[src/hw/scs_params.svh]
// Register offsets, field positions, reset values and timing constants of the sensor settings bank.
`ifndef SCS_PARAMS_SVH
`define SCS_PARAMS_SVH

// ==========================================================================
// Register offsets
`define SCS_OFF_TUNE_MULDIV   8'h28
`define SCS_OFF_TUNE_COMP     8'h29
`define SCS_OFF_PROX_SET      8'h40
`define SCS_OFF_TOUCH_SET     8'h41
`define SCS_OFF_SYS_CTRL      8'h70
`define SCS_OFF_EVT_TIMEOUT   8'h81
`define SCS_OFF_EVT_MASK      8'h82

// ==========================================================================
// Reset values
`define SCS_RST_TUNE_MULDIV   16'h0000
`define SCS_RST_TUNE_COMP     16'h0000
`define SCS_RST_PROX_SET      16'h0000
`define SCS_RST_TOUCH_SET     16'h0000
`define SCS_RST_EVT_TIMEOUT   16'h0000
`define SCS_RST_EVT_MASK      16'h0000
`define SCS_RST_IFACE         2'h0
`define SCS_RST_POWER         2'h0

// ==========================================================================
// System control fields
`define SCS_SYS_IFACE_HI      7
`define SCS_SYS_IFACE_LO      6
`define SCS_SYS_POWER_HI      5
`define SCS_SYS_POWER_LO      4
`define SCS_SYS_TRIG_HI       3
`define SCS_SYS_TRIG_LO       0
`define SCS_TRIG_RESEED       3
`define SCS_TRIG_RETUNE       2
`define SCS_TRIG_SOFT_RESET   1
`define SCS_TRIG_ACK_RESET    0
`define SCS_IFACE_RESERVED    2'h2
`define SCS_POWER_RESERVED    2'h3

// ==========================================================================
// Field positions of the settings and timeout words
`define SCS_PROX_EXIT_HI      15
`define SCS_PROX_EXIT_LO      12
`define SCS_PROX_ENTER_HI     11
`define SCS_PROX_ENTER_LO     8
`define SCS_PROX_THR_HI       7
`define SCS_PROX_THR_LO       0
`define SCS_TOUCH_HYST_HI     15
`define SCS_TOUCH_HYST_LO     8
`define SCS_TOUCH_THR_HI      7
`define SCS_TOUCH_THR_LO      0
`define SCS_TOUCH_TMO_HI      15
`define SCS_TOUCH_TMO_LO      8
`define SCS_PROX_TMO_HI       7
`define SCS_PROX_TMO_LO       0

// ==========================================================================
// Threshold scaling: value times average, divided by 256.
`define SCS_PROX_THR_SHIFT    8

// ==========================================================================
// Timeout step
`define SCS_TIMEOUT_STEP_MS   500
`define SCS_CLK_HZ            40000000
`define SCS_STEP_CYCLES       (`SCS_TIMEOUT_STEP_MS * (`SCS_CLK_HZ / 1000))

`endif

[src/hw/scs_pkg.sv]
// Types shared by the sensor settings bank.
package scs_pkg;

  // ========================================================================
  // Mode encodings
  typedef enum logic [1:0] {
    SCS_IFACE_STANDALONE = 2'h0,
    SCS_IFACE_STREAMING  = 2'h1,
    SCS_IFACE_RSVD       = 2'h2,
    SCS_IFACE_EVENTS     = 2'h3
  } scs_iface_type;

  typedef enum logic [1:0] {
    SCS_POWER_NORMAL = 2'h0,
    SCS_POWER_ULP    = 2'h1,
    SCS_POWER_AUTO   = 2'h2,
    SCS_POWER_RSVD   = 2'h3
  } scs_power_type;

  // ========================================================================
  // Register access request
  typedef struct packed {
    logic        wr;
    logic        rd;
    logic [7:0]  addr;
    logic [15:0] wdata;
  } scs_req_type;

  // ========================================================================
  // Settings seen by the sensing front end
  typedef struct packed {
    logic [3:0]    prox_debounce_exit;
    logic [3:0]    prox_debounce_enter;
    logic [15:0]   prox_threshold;
    logic [7:0]    touch_hysteresis;
    logic [7:0]    touch_threshold;
    scs_iface_type iface;
    scs_power_type power;
    logic [15:0]   tune_muldiv;
    logic [15:0]   tune_comp;
    logic [15:0]   event_mask;
  } scs_cfg_type;

endpackage : scs_pkg

[src/hw/scs_settings_regs.sv]
// Settings and control register bank of the single-channel sensing controller.
`timescale 1ns/1ps
`include "scs_params.svh"

// Contract
// - Upper nibble of proximity settings is exit debounce; zero disables it.
// - Second nibble of proximity settings is entry debounce; zero disables it.
// - Proximity threshold equals low byte times long-term average over 256.
// - Touch settings hold hysteresis in upper byte, threshold in lower.
// - System control bits 7-6 select standalone, streaming or event interface; 10 reserved.
// - Writing one to bits 3-0 triggers reseed, retune, soft reset, acknowledge.
// - Touch event ends after upper timeout byte times 500 ms.
// - Proximity event ends after lower timeout byte times 500 ms.
// - Dynamic-calibration variants adapt tracking on touch timeout instead of clearing.
module scs_settings_regs #(
  parameter int unsigned STEP_CYCLES = `SCS_STEP_CYCLES
) (
  // Clock and reset
  input  wire logic                i_clk_sys,
  input  wire logic                i_nrst,
  // Register port from the serial target
  input  wire scs_pkg::scs_req_type i_req,
  output logic [15:0]              o_reg_rdata,
  output logic                     o_reg_rvalid,
  // Front-end status
  input  wire logic [15:0]         i_long_term_average,
  input  wire logic                i_touch_active,
  input  wire logic                i_prox_active,
  input  wire logic                i_dynamic_cal,
  input  wire logic [3:0]          i_trigger_taken,
  // Settings and commands to the front end
  output scs_pkg::scs_cfg_type     o_cfg,
  output logic [3:0]               o_trigger_req,
  output logic                     o_touch_clear,
  output logic                     o_touch_adapt,
  output logic                     o_prox_clear
);

  // ========================================================================
  // Storage
  logic [15:0]          tune_muldiv;
  logic [15:0]          tune_comp;
  logic [15:0]          prox_set;
  logic [15:0]          touch_set;
  logic [15:0]          evt_timeout;
  logic [15:0]          evt_mask;
  scs_pkg::scs_iface_type iface;
  scs_pkg::scs_power_type power;
  logic [3:0]           trig;
  logic [24:0]          step_cnt;
  logic                 step_tick;
  logic [7:0]           touch_cnt;
  logic [7:0]           prox_cnt;
  logic                 touch_done;
  logic                 prox_done;

  // ========================================================================
  // Decode
  function automatic logic hit(input logic [7:0] a, input logic [7:0] off);
    hit = (a == off);
  endfunction : hit

  wire logic wr_muldiv  = i_req.wr && hit(i_req.addr, `SCS_OFF_TUNE_MULDIV);
  wire logic wr_comp    = i_req.wr && hit(i_req.addr, `SCS_OFF_TUNE_COMP);
  wire logic wr_prox    = i_req.wr && hit(i_req.addr, `SCS_OFF_PROX_SET);
  wire logic wr_touch   = i_req.wr && hit(i_req.addr, `SCS_OFF_TOUCH_SET);
  wire logic wr_sys     = i_req.wr && hit(i_req.addr, `SCS_OFF_SYS_CTRL);
  wire logic wr_timeout = i_req.wr && hit(i_req.addr, `SCS_OFF_EVT_TIMEOUT);
  wire logic wr_mask    = i_req.wr && hit(i_req.addr, `SCS_OFF_EVT_MASK);

  wire logic [1:0] wr_iface = i_req.wdata[`SCS_SYS_IFACE_HI:`SCS_SYS_IFACE_LO];
  wire logic [1:0] wr_power = i_req.wdata[`SCS_SYS_POWER_HI:`SCS_SYS_POWER_LO];
  wire logic [3:0] wr_trig  = i_req.wdata[`SCS_SYS_TRIG_HI:`SCS_SYS_TRIG_LO];

  wire logic iface_ok = (wr_iface != `SCS_IFACE_RESERVED);
  wire logic power_ok = (wr_power != `SCS_POWER_RESERVED);

  wire logic [15:0] sys_view = {8'h00, iface, power, trig};

  logic [15:0] next_rdata;
  always_comb
  begin
    next_rdata = 16'h0000;
    case (i_req.addr)
      `SCS_OFF_TUNE_MULDIV: next_rdata = tune_muldiv;
      `SCS_OFF_TUNE_COMP:   next_rdata = tune_comp;
      `SCS_OFF_PROX_SET:    next_rdata = prox_set;
      `SCS_OFF_TOUCH_SET:   next_rdata = touch_set;
      `SCS_OFF_SYS_CTRL:    next_rdata = sys_view;
      `SCS_OFF_EVT_TIMEOUT: next_rdata = evt_timeout;
      `SCS_OFF_EVT_MASK:    next_rdata = evt_mask;
      default:              next_rdata = 16'h0000;
    endcase
  end

  // ========================================================================
  // Register writes
  always_ff @(posedge i_clk_sys or negedge i_nrst)
  begin
    if (!i_nrst)
    begin
      tune_muldiv <= `SCS_RST_TUNE_MULDIV;
      tune_comp   <= `SCS_RST_TUNE_COMP;
      prox_set    <= `SCS_RST_PROX_SET;
      touch_set   <= `SCS_RST_TOUCH_SET;
      evt_timeout <= `SCS_RST_EVT_TIMEOUT;
      evt_mask    <= `SCS_RST_EVT_MASK;
    end
    else
    begin
      if (wr_muldiv)
        tune_muldiv <= i_req.wdata;
      if (wr_comp)
        tune_comp <= i_req.wdata;
      if (wr_prox)
        prox_set <= i_req.wdata;
      if (wr_touch)
        touch_set <= i_req.wdata;
      if (wr_timeout)
        evt_timeout <= i_req.wdata;
      if (wr_mask)
        evt_mask <= i_req.wdata;
    end
  end

  // A reserved mode code leaves the previous mode in place.
  always_ff @(posedge i_clk_sys or negedge i_nrst)
  begin
    if (!i_nrst)
    begin
      iface <= scs_pkg::SCS_IFACE_STANDALONE;
      power <= scs_pkg::SCS_POWER_NORMAL;
    end
    else
    begin
      if (wr_sys && iface_ok)
        iface <= scs_pkg::scs_iface_type'(wr_iface);
      if (wr_sys && power_ok)
        power <= scs_pkg::scs_power_type'(wr_power);
    end
  end

  // ========================================================================
  // Trigger bits
  // one-shot triggers
  wire logic [3:0] trig_set = wr_sys ? wr_trig : 4'h0;
  wire logic [3:0] next_trig = trig_set | (trig & ~i_trigger_taken);

  always_ff @(posedge i_clk_sys or negedge i_nrst)
  begin
    if (!i_nrst)
      trig <= 4'h0;
    else
      trig <= next_trig;
  end

  // ========================================================================
  // Half-second step divider
  wire logic step_wrap = (step_cnt == 25'(STEP_CYCLES - 1));

  always_ff @(posedge i_clk_sys or negedge i_nrst)
  begin
    if (!i_nrst)
    begin
      step_cnt  <= 25'h0000000;
      step_tick <= 1'b0;
    end
    else
    begin
      step_cnt  <= step_wrap ? 25'h0000000 : step_cnt + 25'h0000001;
      step_tick <= step_wrap;
    end
  end

  // ========================================================================
  // Event timeouts, a zero limit never expires
  wire logic [7:0] touch_limit = evt_timeout[`SCS_TOUCH_TMO_HI:`SCS_TOUCH_TMO_LO];
  wire logic [7:0] prox_limit  = evt_timeout[`SCS_PROX_TMO_HI:`SCS_PROX_TMO_LO];
  wire logic touch_hit = step_tick && (touch_limit != 8'h00) && (touch_cnt == touch_limit - 8'h01);
  wire logic prox_hit  = step_tick && (prox_limit != 8'h00) && (prox_cnt == prox_limit - 8'h01);

  always_ff @(posedge i_clk_sys or negedge i_nrst)
  begin
    if (!i_nrst)
    begin
      touch_cnt  <= 8'h00;
      touch_done <= 1'b0;
    end
    else if (!i_touch_active)
    begin
      touch_cnt  <= 8'h00;
      touch_done <= 1'b0;
    end
    else if (step_tick && !touch_done)
    begin
      touch_cnt  <= touch_cnt + 8'h01;
      touch_done <= touch_hit;
    end
  end

  always_ff @(posedge i_clk_sys or negedge i_nrst)
  begin
    if (!i_nrst)
    begin
      prox_cnt  <= 8'h00;
      prox_done <= 1'b0;
    end
    else if (!i_prox_active)
    begin
      prox_cnt  <= 8'h00;
      prox_done <= 1'b0;
    end
    else if (step_tick && !prox_done)
    begin
      prox_cnt  <= prox_cnt + 8'h01;
      prox_done <= prox_hit;
    end
  end

  wire logic touch_expire = i_touch_active && !touch_done && touch_hit;
  wire logic prox_expire  = i_prox_active && !prox_done && prox_hit;

  // ========================================================================
  // Derived settings
  // proximity threshold scaling
  wire logic [23:0] prox_product = prox_set[`SCS_PROX_THR_HI:`SCS_PROX_THR_LO] * i_long_term_average;

  scs_pkg::scs_cfg_type next_cfg;
  always_comb
  begin
    next_cfg = '0;
    next_cfg.prox_debounce_exit  = prox_set[`SCS_PROX_EXIT_HI:`SCS_PROX_EXIT_LO];
    next_cfg.prox_debounce_enter = prox_set[`SCS_PROX_ENTER_HI:`SCS_PROX_ENTER_LO];
    next_cfg.prox_threshold      = prox_product[`SCS_PROX_THR_SHIFT +: 16];
    next_cfg.touch_hysteresis    = touch_set[`SCS_TOUCH_HYST_HI:`SCS_TOUCH_HYST_LO];
    next_cfg.touch_threshold     = touch_set[`SCS_TOUCH_THR_HI:`SCS_TOUCH_THR_LO];
    next_cfg.iface               = iface;
    next_cfg.power               = power;
    next_cfg.tune_muldiv         = tune_muldiv;
    next_cfg.tune_comp           = tune_comp;
    next_cfg.event_mask          = evt_mask;
  end

  // ========================================================================
  // Output flops
  always_ff @(posedge i_clk_sys or negedge i_nrst)
  begin
    if (!i_nrst)
    begin
      o_reg_rdata   <= 16'h0000;
      o_reg_rvalid  <= 1'b0;
      o_cfg         <= '0;
      o_trigger_req <= 4'h0;
      o_touch_clear <= 1'b0;
      o_touch_adapt <= 1'b0;
      o_prox_clear  <= 1'b0;
    end
    else
    begin
      o_reg_rvalid  <= i_req.rd;
      if (i_req.rd)
        o_reg_rdata <= next_rdata;
      o_cfg         <= next_cfg;
      o_trigger_req <= next_trig;
      o_touch_clear <= touch_expire && !i_dynamic_cal;
      o_touch_adapt <= touch_expire && i_dynamic_cal;
      o_prox_clear  <= prox_expire;
    end
  end

endmodule : scs_settings_regs

[config.mk]
export PLATFORM = sky130hd
export DESIGN_NAME = scs_settings_regs
export DESIGN_NICKNAME = d
export VERILOG_FILES = /design/src/hw/scs_pkg.sv /design/src/hw/scs_settings_regs.sv
export VERILOG_INCLUDE_DIRS = /design/src /design/src/hw
export SDC_FILE = /design/constraint.sdc
export NUM_CORES = 1
export LEC_CHECK = 0
export BUFFER_PORTS_ARGS = -buffer_cell sky130_fd_sc_hd__buf_4
export CAP_MARGIN = 20
export CORE_AREA = 2 2 187 226
export CTS_CLUSTER_DIAMETER = 30
export DETAILED_ROUTE_END_ITERATION = 10
export DIE_AREA = 0 0 189 228
export PLACE_DENSITY = 0.5
export RECOVER_POWER = 25
export SLEW_MARGIN = 5
export SYNTH_ARGS = -nofsm -noshare
export SYNTH_HDL_FRONTEND = slang
export SYNTH_SLANG_ARGS = --single-unit
[constraint.sdc]
create_clock -name i_clk_sys -period 5.35 [get_ports i_clk_sys]
set_input_delay 0.2675 -clock i_clk_sys [delete_from_list [all_inputs] [get_ports i_clk_sys]]
set_output_delay 0.2675 -clock i_clk_sys [all_outputs]
set_load 0.02 [all_outputs]
After elaboration in Yosys (flattened, before gate mapping) --
Index checks and enable logic that the tools add are counted.
Word-level totals: register bits after elaboration 260, input port bits 51, output and inout port bits 116, word-level logic and storage cells 90
Cells by class: $add $sub $neg 5, $mul 1, eq/ne operators 14, muxes and demuxes 11, bitwise gates (word level) 3, reductions and logical operators 26
Operators with widths (count):
- $pmux 16 s7 | 1
- $mux 8 | 4
- $add 25x1->25 const B | 1
- $eq 25x25->1 const B | 1
- $mux 25 | 1
- $eq 8x7->1 const B | 3
- $mul 8x16->24 | 1
- $logic_and 1x1->1 | 21
- $add 8x1->8 const B | 2
- $eq 8x6->1 const B | 2
- $eq 8x8->1 | 2
- $eq 8x8->1 const B | 2
- $reduce_bool 8->1 | 2
- $sub 8x1->8 const B | 2
- $and 4x4->4 | 1
- $mux 1 | 4
- $mux 4 | 1
- $ne 2x1->1 const B | 2
- $ne 2x2->1 const B | 2
- $not 4->4 | 1
- $or 4x4->4 | 1
- $logic_not 1->1 | 3

Depth between registers and ports, before layout --
Gate-level depths: netlist of run 1.
depth after elaboration 5, gate-level depth with buffers 18, depth with buffers taken out 16

Worst setup path before layout of run 1 --
OpenSTA, ideal clock, no wires.
path type reg-to-reg, from register prox_set[7], to register o_cfg[82] (netlist bit), library setup time 0.126 ns, data arrival time 4.524 ns, required time 5.224 ns, setup slack 0.699 ns, stages on the path, launching flop included 16, buffers on the path 1, clock period less this slack 4.651 ns, path through dfrtp_1 > clkbuf_1 > and2_1 > fa_1 > fa_1 > fa_1 > inv_1 > fa_1 > inv_1 > ha_1 > a21o_1 > a21oi_1 > o21ai_0 > a21bo_2 > a211o_1 > a311o_1
Between the ends: longest elaborated chain between the ends 1
RTL lines:
- start, declared | RTL line scs_settings_regs.sv:43 | logic [15:0] prox_set;
- start signal, assigned | RTL line scs_settings_regs.sv:104 | prox_set <= `SCS_RST_PROX_SET;
- start signal, assigned | RTL line scs_settings_regs.sv:116 | prox_set <= i_req.wdata;
- $mul 8x16->24 | RTL line scs_settings_regs.sv:226 | wire logic [23:0] prox_product = prox_set[`SCS_PROX_THR_HI:`SCS_PROX_THR_LO] * i_long_term_average;
- named net prox_product[22] | RTL line scs_settings_regs.sv:226
- end signal, assigned | RTL line scs_settings_regs.sv:263 | o_cfg <= next_cfg;
- end, declared | RTL line scs_settings_regs.sv:32 | output scs_pkg::scs_cfg_type o_cfg,
The timed path passes the listed nets, and every way through them passes these cells. A chain may end at the register's enable or synchronous reset.

Worst setup path after layout of run 1 --
from register prox_set[4], to register o_cfg[80] (netlist bit)
The elaborated chain is that of the path after synthesis.

==> impl_metrics.py, run 1 <==
metrics = {
    "floorplanning": {
        "die_area_mm2": 0.04309,
        "die_w_um": 189,
        "rows": 82,
        "start_util_pct": 34.46,
        "io_pins": 167,
        "die_h_um": 228,
        "core_mm2": 0.04114,
    },
    "clock_network": {
        "cts-root-buf": "clkbuf_16",
        "clk_pin_slew_ps": 50,
        "cts_buffers": 59,
        "cts_sinks": 260,
        "ctsHtreeMaxLevel": 2,
        "clk_path_buf_depth": 3,
        "post_cts_buffers": 0,
        "clk_latency_ps": 620,
        "cts_tree": "yes",
    },
    "timing": {
        "finalMaxSlewViolations": 97,
        "setup_viol": 0,
        "slew_headroom_pct": -65.71,
        "finClkSkew_ps": 24.94,
        "setup_tns_ps": 0,
        "finalCritPeriodShare_pct": 93.25,
        "worst_slack_ps": 361.1,
        "rsz0062_at_grt": "no",
        "hold_viol": 0,
        "period_needed_ps": 4989,
        "tightest_slew_ps": 2486,
        "max_freq_mhz": 200.4,
    },
    "global_route": {
        "grtUsageTotal_pct": 18.39,
        "gr-total-overflow": 0,
        "grt_pass1_vias": 10620,
        "grt_max_degree": 165,
        "grt_pass1_wl_mm": 60.81,
        "antenna_found_initial": 1,
    },
    "routing": {
        "drcViolationCount": 0,
        "drtIter0Drc": 463,
        "dr.pass1.iters": 4,
        "viasPerCell": 4.848,
        "wl_mm": 38.57,
        "ant_nets": 0,
        "avgRoutedWirePerCell_um": 19.01,
        "vias": 9836,
    },
    "finish": {
        "layout.nets": 1615,
        "final-instance-count-excl-fill": 2029,
        "final_cell_mix": "dfrtp_1 (260), buf_4 (171), inv_1 (131), and2_1 (122), fa_1 (83)",
        "area_growth_pct": 30.34,
        "fillerInstances": 3861,
        "final_util_pct": 44.92,
        "drive_gt1_share_pct": 26.59,
        "final_common_cell": "dfrtp_1",
    },
    "worst_setup_path": {
        "critPathCapture": "o_cfg[80]",
        "rrSetupSlack_ps": 360,
        "critPathCaptureType": "flop",
        "critPathLaunch": "prox_set[4]",
        "crit_required_ps": 5870,
        "worst-path-max-fanout": 18,
        "r2r_cells": 14,
        "start_kind": "flop",
        "worstReg2RegStart": "prox_set[4]",
        "arrival_ps": 5500,
        "r2r-end": "o_cfg[80]",
        "crit_type": "reg2reg",
    },
    "logic_synthesis": {
        "synth_compound_gate_area_share_pct": 7.333,
        "yosysSeqAreaShare_pct": 45.89,
        "ys_warn_count": 0,
        "avgSynthCellArea_um2": 11.73,
        "yosys.area_share.simple_pct": 13.10,
        "synth_ff_type": "dfrtp_1",
        "synth_seq_cells": 260,
        "synth_nets": 1391,
        "async_flop_share_pct": 100.0,
        "ys_types": 67,
        "synth_edf_count": 0,
        "synth-xor-area-share_pct": 4.015,
        "synthMuxAreaShare_pct": 8.878,
        "netlist_area_mm2": 0.01418,
        "synth_top_family_by_area": "adder cells",
        "synth_fa_ha_area_share_pct": 15.95,
        "synthCells": 1209,
    },
    "flow_run": {
        "drv_cap": 1,
    },
    "worst_hold_path": {
        "whs_path_depth": 3,
        "hp-class": "in2reg",
    },
    "placement": {
        "dp.final_hpwl_mm": 27.22,
        "place_ws_ps": 442.2,
        "numPortBuffers": 166,
        "gp_congestion": 0.7930,
        "dp.cells": 1890,
    },
    "power_and_ir_drop": {
        "pwr-share-clk_pct": 59.3,
        "p_per_area_mw_per_mm2": 360.4,
        "pwr-share-seq_pct": 31.9,
        "peakVddDrop_v": 0.0003107,
        "intPower_mw": 5.044,
        "comb_power_share_pct": 8.8,
        "p_leak_nw": 9.306,
        "swShare_pct": 24.27,
        "p_switching_mw": 1.617,
    },
    "outcome": {
        "status": "finished, violations left",
        "violations": "capacitance limit, slew limit",
    },
}
## worst min path at each step
stage / slack, ps / startpoint / to
floorplan: -30 / i_nrst / evt_mask[0]
global placement: 350 / i_nrst / o_cfg[79]
detailed placement: 350 / i_nrst / o_cfg[78]
CTS: 120 / i_req[4] / tune_muldiv[4]
global route: 150 / i_req[4] / prox_set[4]
finish: 140 / i_req[4] / tune_muldiv[4]
## cell usage after synthesis, types with 25 or more instances
master,number,area [um^2]
fa_1,83,1662
mux2_2,78,878.3
inv_1,131,491.7
xnor2_1,37,324.1
dfrtp_1,260,6506
o22ai_1,29,181.4
xor2_1,28,245.2
and2_1,122,763.2
o21ai_0,26,130.1
nand2_1,63,236.5
clkbuf_1,25,93.84
ha_1,48,600.6
nor2_1,39,146.4
## logic make-up after synthesis
family                     Yosys count
xor gates and xnor gates            65
muxes                              108
AOI/OAI and AO/OA                  149
and+or+nand+nor                    326
DFF                                260
adders and majority gates          131
buffers and inverters              170
## cell type report
type,count,area [um^2],area share [%]
Clock inverter,42,629.4,3.406
Antenna cell,1,2.502,0.01354
Inverter,131,491.7,2.661
Clock buffer,68,1580,8.551
Timing Repair Buffer,202,1593,8.619
Multi-Input combinational cell,779,6994,37.85
Tap cell,546,683.2,3.697
Sequential cell,260,6506,35.21
## flip-flops by register name, summed over array words and instances, names as in the netlist
register,flops
o_reg_rdata,16
o_trigger_req,4
step_tick,1
power,2
tune_muldiv,16
evt_mask,16
step_cnt,25
touch_done,1
o_prox_clear,1
evt_timeout,16
iface,2
o_touch_adapt,1
o_cfg,92
prox_cnt,8
o_reg_rvalid,1
touch_set,16
tune_comp,16
o_touch_clear,1
prox_done,1
touch_cnt,8
prox_set,16
## power groups by stage
stage          registers [mW]  clock network (mW)  logic (mW)
2_1_floorplan            2.19                   0       0.282
3_3_place_gp             2.15                   0       0.581
3_5_place_dp             2.15                   0       0.587
4_1_cts                  2.12                4.02       0.602
5_1_grt                  2.13                4.12       0.660
6_report                 2.12                3.95       0.588
## metal layers
metal  track usage (%)  vias up  wire length (um)
li1                  -     4557                 -
met1             22.97     5017             16270
met2             31.06      203             19460
met3             3.369       59              1786
met4             7.983        0              1049
met5                 0        -                 0
## per-stage QoR
step           power (mW)  hold WS [ps]  area, um^2
5_1_grt             6.914         147.2       18480
3_5_place_dp        2.740         350.6       16000
2_1_floorplan       2.469        -28.09       14180
6_report            6.661         139.3       18480
3_3_place_gp        2.735         350.1       16000
4_1_cts             6.748         116.7       18490
## critical path: stages, from the launching register on
cell and delay [ps]:
dfrtp_1 590, and2_1 280, fa_1 560, fa_1 450, fa_1 560, inv_1 60, fa_1 520, inv_1 40
ha_1 370, a21oi_1 250, o221ai_1 160, a21oi_1 390, o21ai_0 190, a221oi_1 310, xnor2_1 160
## what timing repair did
item	in CTS	in global routing
hold buffers	28	0
resized for setup	0	0
hold endpoints to repair	209	0
(Power assumes the default switching activity.)
==> run 2, diff against run 1 <==
--- a/config.mk
+++ b/config.mk
@@ -12,6 +12,7 @@
 export CTS_CLUSTER_DIAMETER = 30
 export DETAILED_ROUTE_END_ITERATION = 10
 export DIE_AREA = 0 0 189 228
+export HOLD_SLACK_MARGIN = 0.03
 export PLACE_DENSITY = 0.5
 export RECOVER_POWER = 25
 export SLEW_MARGIN = 5
==> constraint.sdc (replaced) <==
create_clock -name i_clk_sys -period 5.27 [get_ports i_clk_sys]
set_input_delay 0.2635 -clock i_clk_sys [delete_from_list [all_inputs] [get_ports i_clk_sys]]
set_output_delay 0.2635 -clock i_clk_sys [all_outputs]
set_load 0.02 [all_outputs]
==> impl_metrics.py, run 2 (same netlist as run 1, synthesis figures left out) <==
metrics = {
    "clock_network": {
        "ctsHoldBuffers": 29,
        "clk_latency_ps": 610,
        "clk_path_buf_depth": 3,
        "ctsHtreeMaxLevel": 2,
        "cts_tree": "yes",
        "cts_sinks": 260,
        "cts-root-buf": "clkbuf_16",
        "post_cts_buffers": 0,
        "clk_pin_slew_ps": 50,
        "cts_buffers": 58,
        "cts_resized": 0,
    },
    "timing": {
        "setup_tns_ps": 0,
        "timing.hold.ws_ps": 150.1,
        "finalCritPeriodShare_pct": 93.58,
        "tightest_slew_ps": 2567,
        "max_freq_mhz": 202.8,
        "finalMaxSlewViolations": 46,
        "slew_headroom_pct": -71.12,
        "setup_viol": 0,
        "period_needed_ps": 4932,
        "rsz0062_at_grt": "no",
        "finClkSkew_ps": 31.46,
        "hold_viol": 0,
    },
    "worst_setup_path": {
        "crit_required_ps": 5730,
        "worstReg2RegStart": "prox_set[3]",
        "arrival_ps": 5390,
        "r2r_cells": 14,
        "worst-path-max-fanout": 18,
        "critPathCaptureType": "flop",
        "critPathLaunch": "prox_set[3]",
        "crit_type": "reg2reg",
        "start_kind": "flop",
    },
    "finish": {
        "area_growth_pct": 29.39,
        "largest_register_ffs": 92,
        "final-instance-count-excl-fill": 2032,
        "layout.nets": 1618,
        "drive_gt1_share_pct": 24.76,
        "reg.largest.list": "o_cfg x92, step_cnt x25",
        "final_area_mm2": 0.01835,
        "top_register": "o_cfg",
        "n_antenna_cell": 0,
        "final_cell_mix": "dfrtp_1 (260), buf_4 (149), inv_1 (131), and2_1 (121), fa_1 (83)",
        "final_common_cell": "dfrtp_1",
    },
    "routing": {
        "wl_mm": 38.72,
        "drtIter0Drc": 459,
        "avgRoutedWirePerCell_um": 19.05,
        "ant_nets": 0,
        "viasPerCell": 4.871,
        "dr.pass1.iters": 4,
        "vias": 9898,
        "drcViolationCount": 0,
    },
    "floorplanning": {
        "die_h_um": 228,
        "die_w_um": 189,
        "core_mm2": 0.04114,
        "die_area_mm2": 0.04309,
        "start_util_pct": 34.46,
        "io_pins": 167,
        "rows": 82,
    },
    "global_route": {
        "grt_util_met2_pct": 31.17,
        "grtUsageTotal_pct": 18.40,
        "antenna_found_initial": 1,
        "busiest_layer": "met2",
        "use_met3_pct": 3.246,
        "gr-total-overflow": 0,
        "grt_pass1_vias": 10660,
        "grt_use_met1_pct": 23.22,
        "grt_pass1_wl_mm": 61.09,
        "grt_max_degree": 157,
    },
    "placement": {
        "numPortBuffers": 166,
        "placed_area_mm2": 0.01602,
        "dp.final_hpwl_mm": 27.51,
        "gp_congestion": 0.8149,
        "dp.cells": 1893,
    },
    "worst_hold_path": {
        "whs_path_depth": 4,
        "min-delay-start": "i_req[25]",
        "hp-class": "in2reg",
    },
    "outcome": {
        "status": "finished, violations left",
        "violations": "capacitance limit, slew limit",
    },
    "power_and_ir_drop": {
        "p_per_area_mw_per_mm2": 360.8,
        "total_power_mw": 6.620,
        "p_leak_nw": 9.192,
        "peakVddDrop_v": 0.0002346,
    },
    "flow_run": {
        "drv_cap": 1,
    },
}
## run 2: area by class of cell
cell class                 instances  area [um^2]
timing repair buffer             206         1530
inverter                         131        491.7
fill                            3847        22800
clock inverter                    39        560.5
tap                              546        683.2
clock buffer                      71         1580
multi-input combinational        779         6994
sequential                       260         6506
## run 2: power breakdown
part / internal, mW / total (mW) / switching, mW / leakage [nW]
registers: 2.09 / 2.15 / 0.0661 / 3.58
clock network: 2.67 / 3.88 / 1.21 / 1.03
logic: 0.236 / 0.584 / 0.348 / 4.59
## run 2: layer usage
layer / part of all wire [%] / vias to the layer above / routed length [um]
li1: - / 4567 / -
met1: 43 / 5039 / 16720
met2: 49 / 219 / 19060
met3: 4.6 / 71 / 1784
met4: 2.9 / 2 / 1131
met5: 0.041 / - / 16
## run 2: stage by stage
stage                     util, %  setup WS [ps]
after floorplan                 -          619.3
after global placement      38.95          408.8
after detailed placement    38.95          353.7
after CTS                   44.86          325.9
after global routing        44.59          110.6
final                       44.59          338.4
## run 2: worst max-delay path, stage by stage (launching register included)
cell     delay, ps
dfrtp_1        710
and2_1         240
fa_1           440
fa_1           470
fa_1           540
inv_1           50
fa_1           520
inv_1           40
ha_1           330
a21o_1         240
a21oi_1        210
o21ai_0        170
a21bo_2        250
a211o_1        260
a311o_1        310
## run 2: path summary, 6_finish.rpt
check | end | slack, ps
worst max-delay path | o_cfg[82] | 340
worst min-delay path | iface[1] | 150
worst max register to register | o_cfg[82] | 340
worst min register to register | o_cfg[32] | 380
max in group asynchronous | step_cnt[16] | 2370
min in group asynchronous | o_cfg[79] | 1010
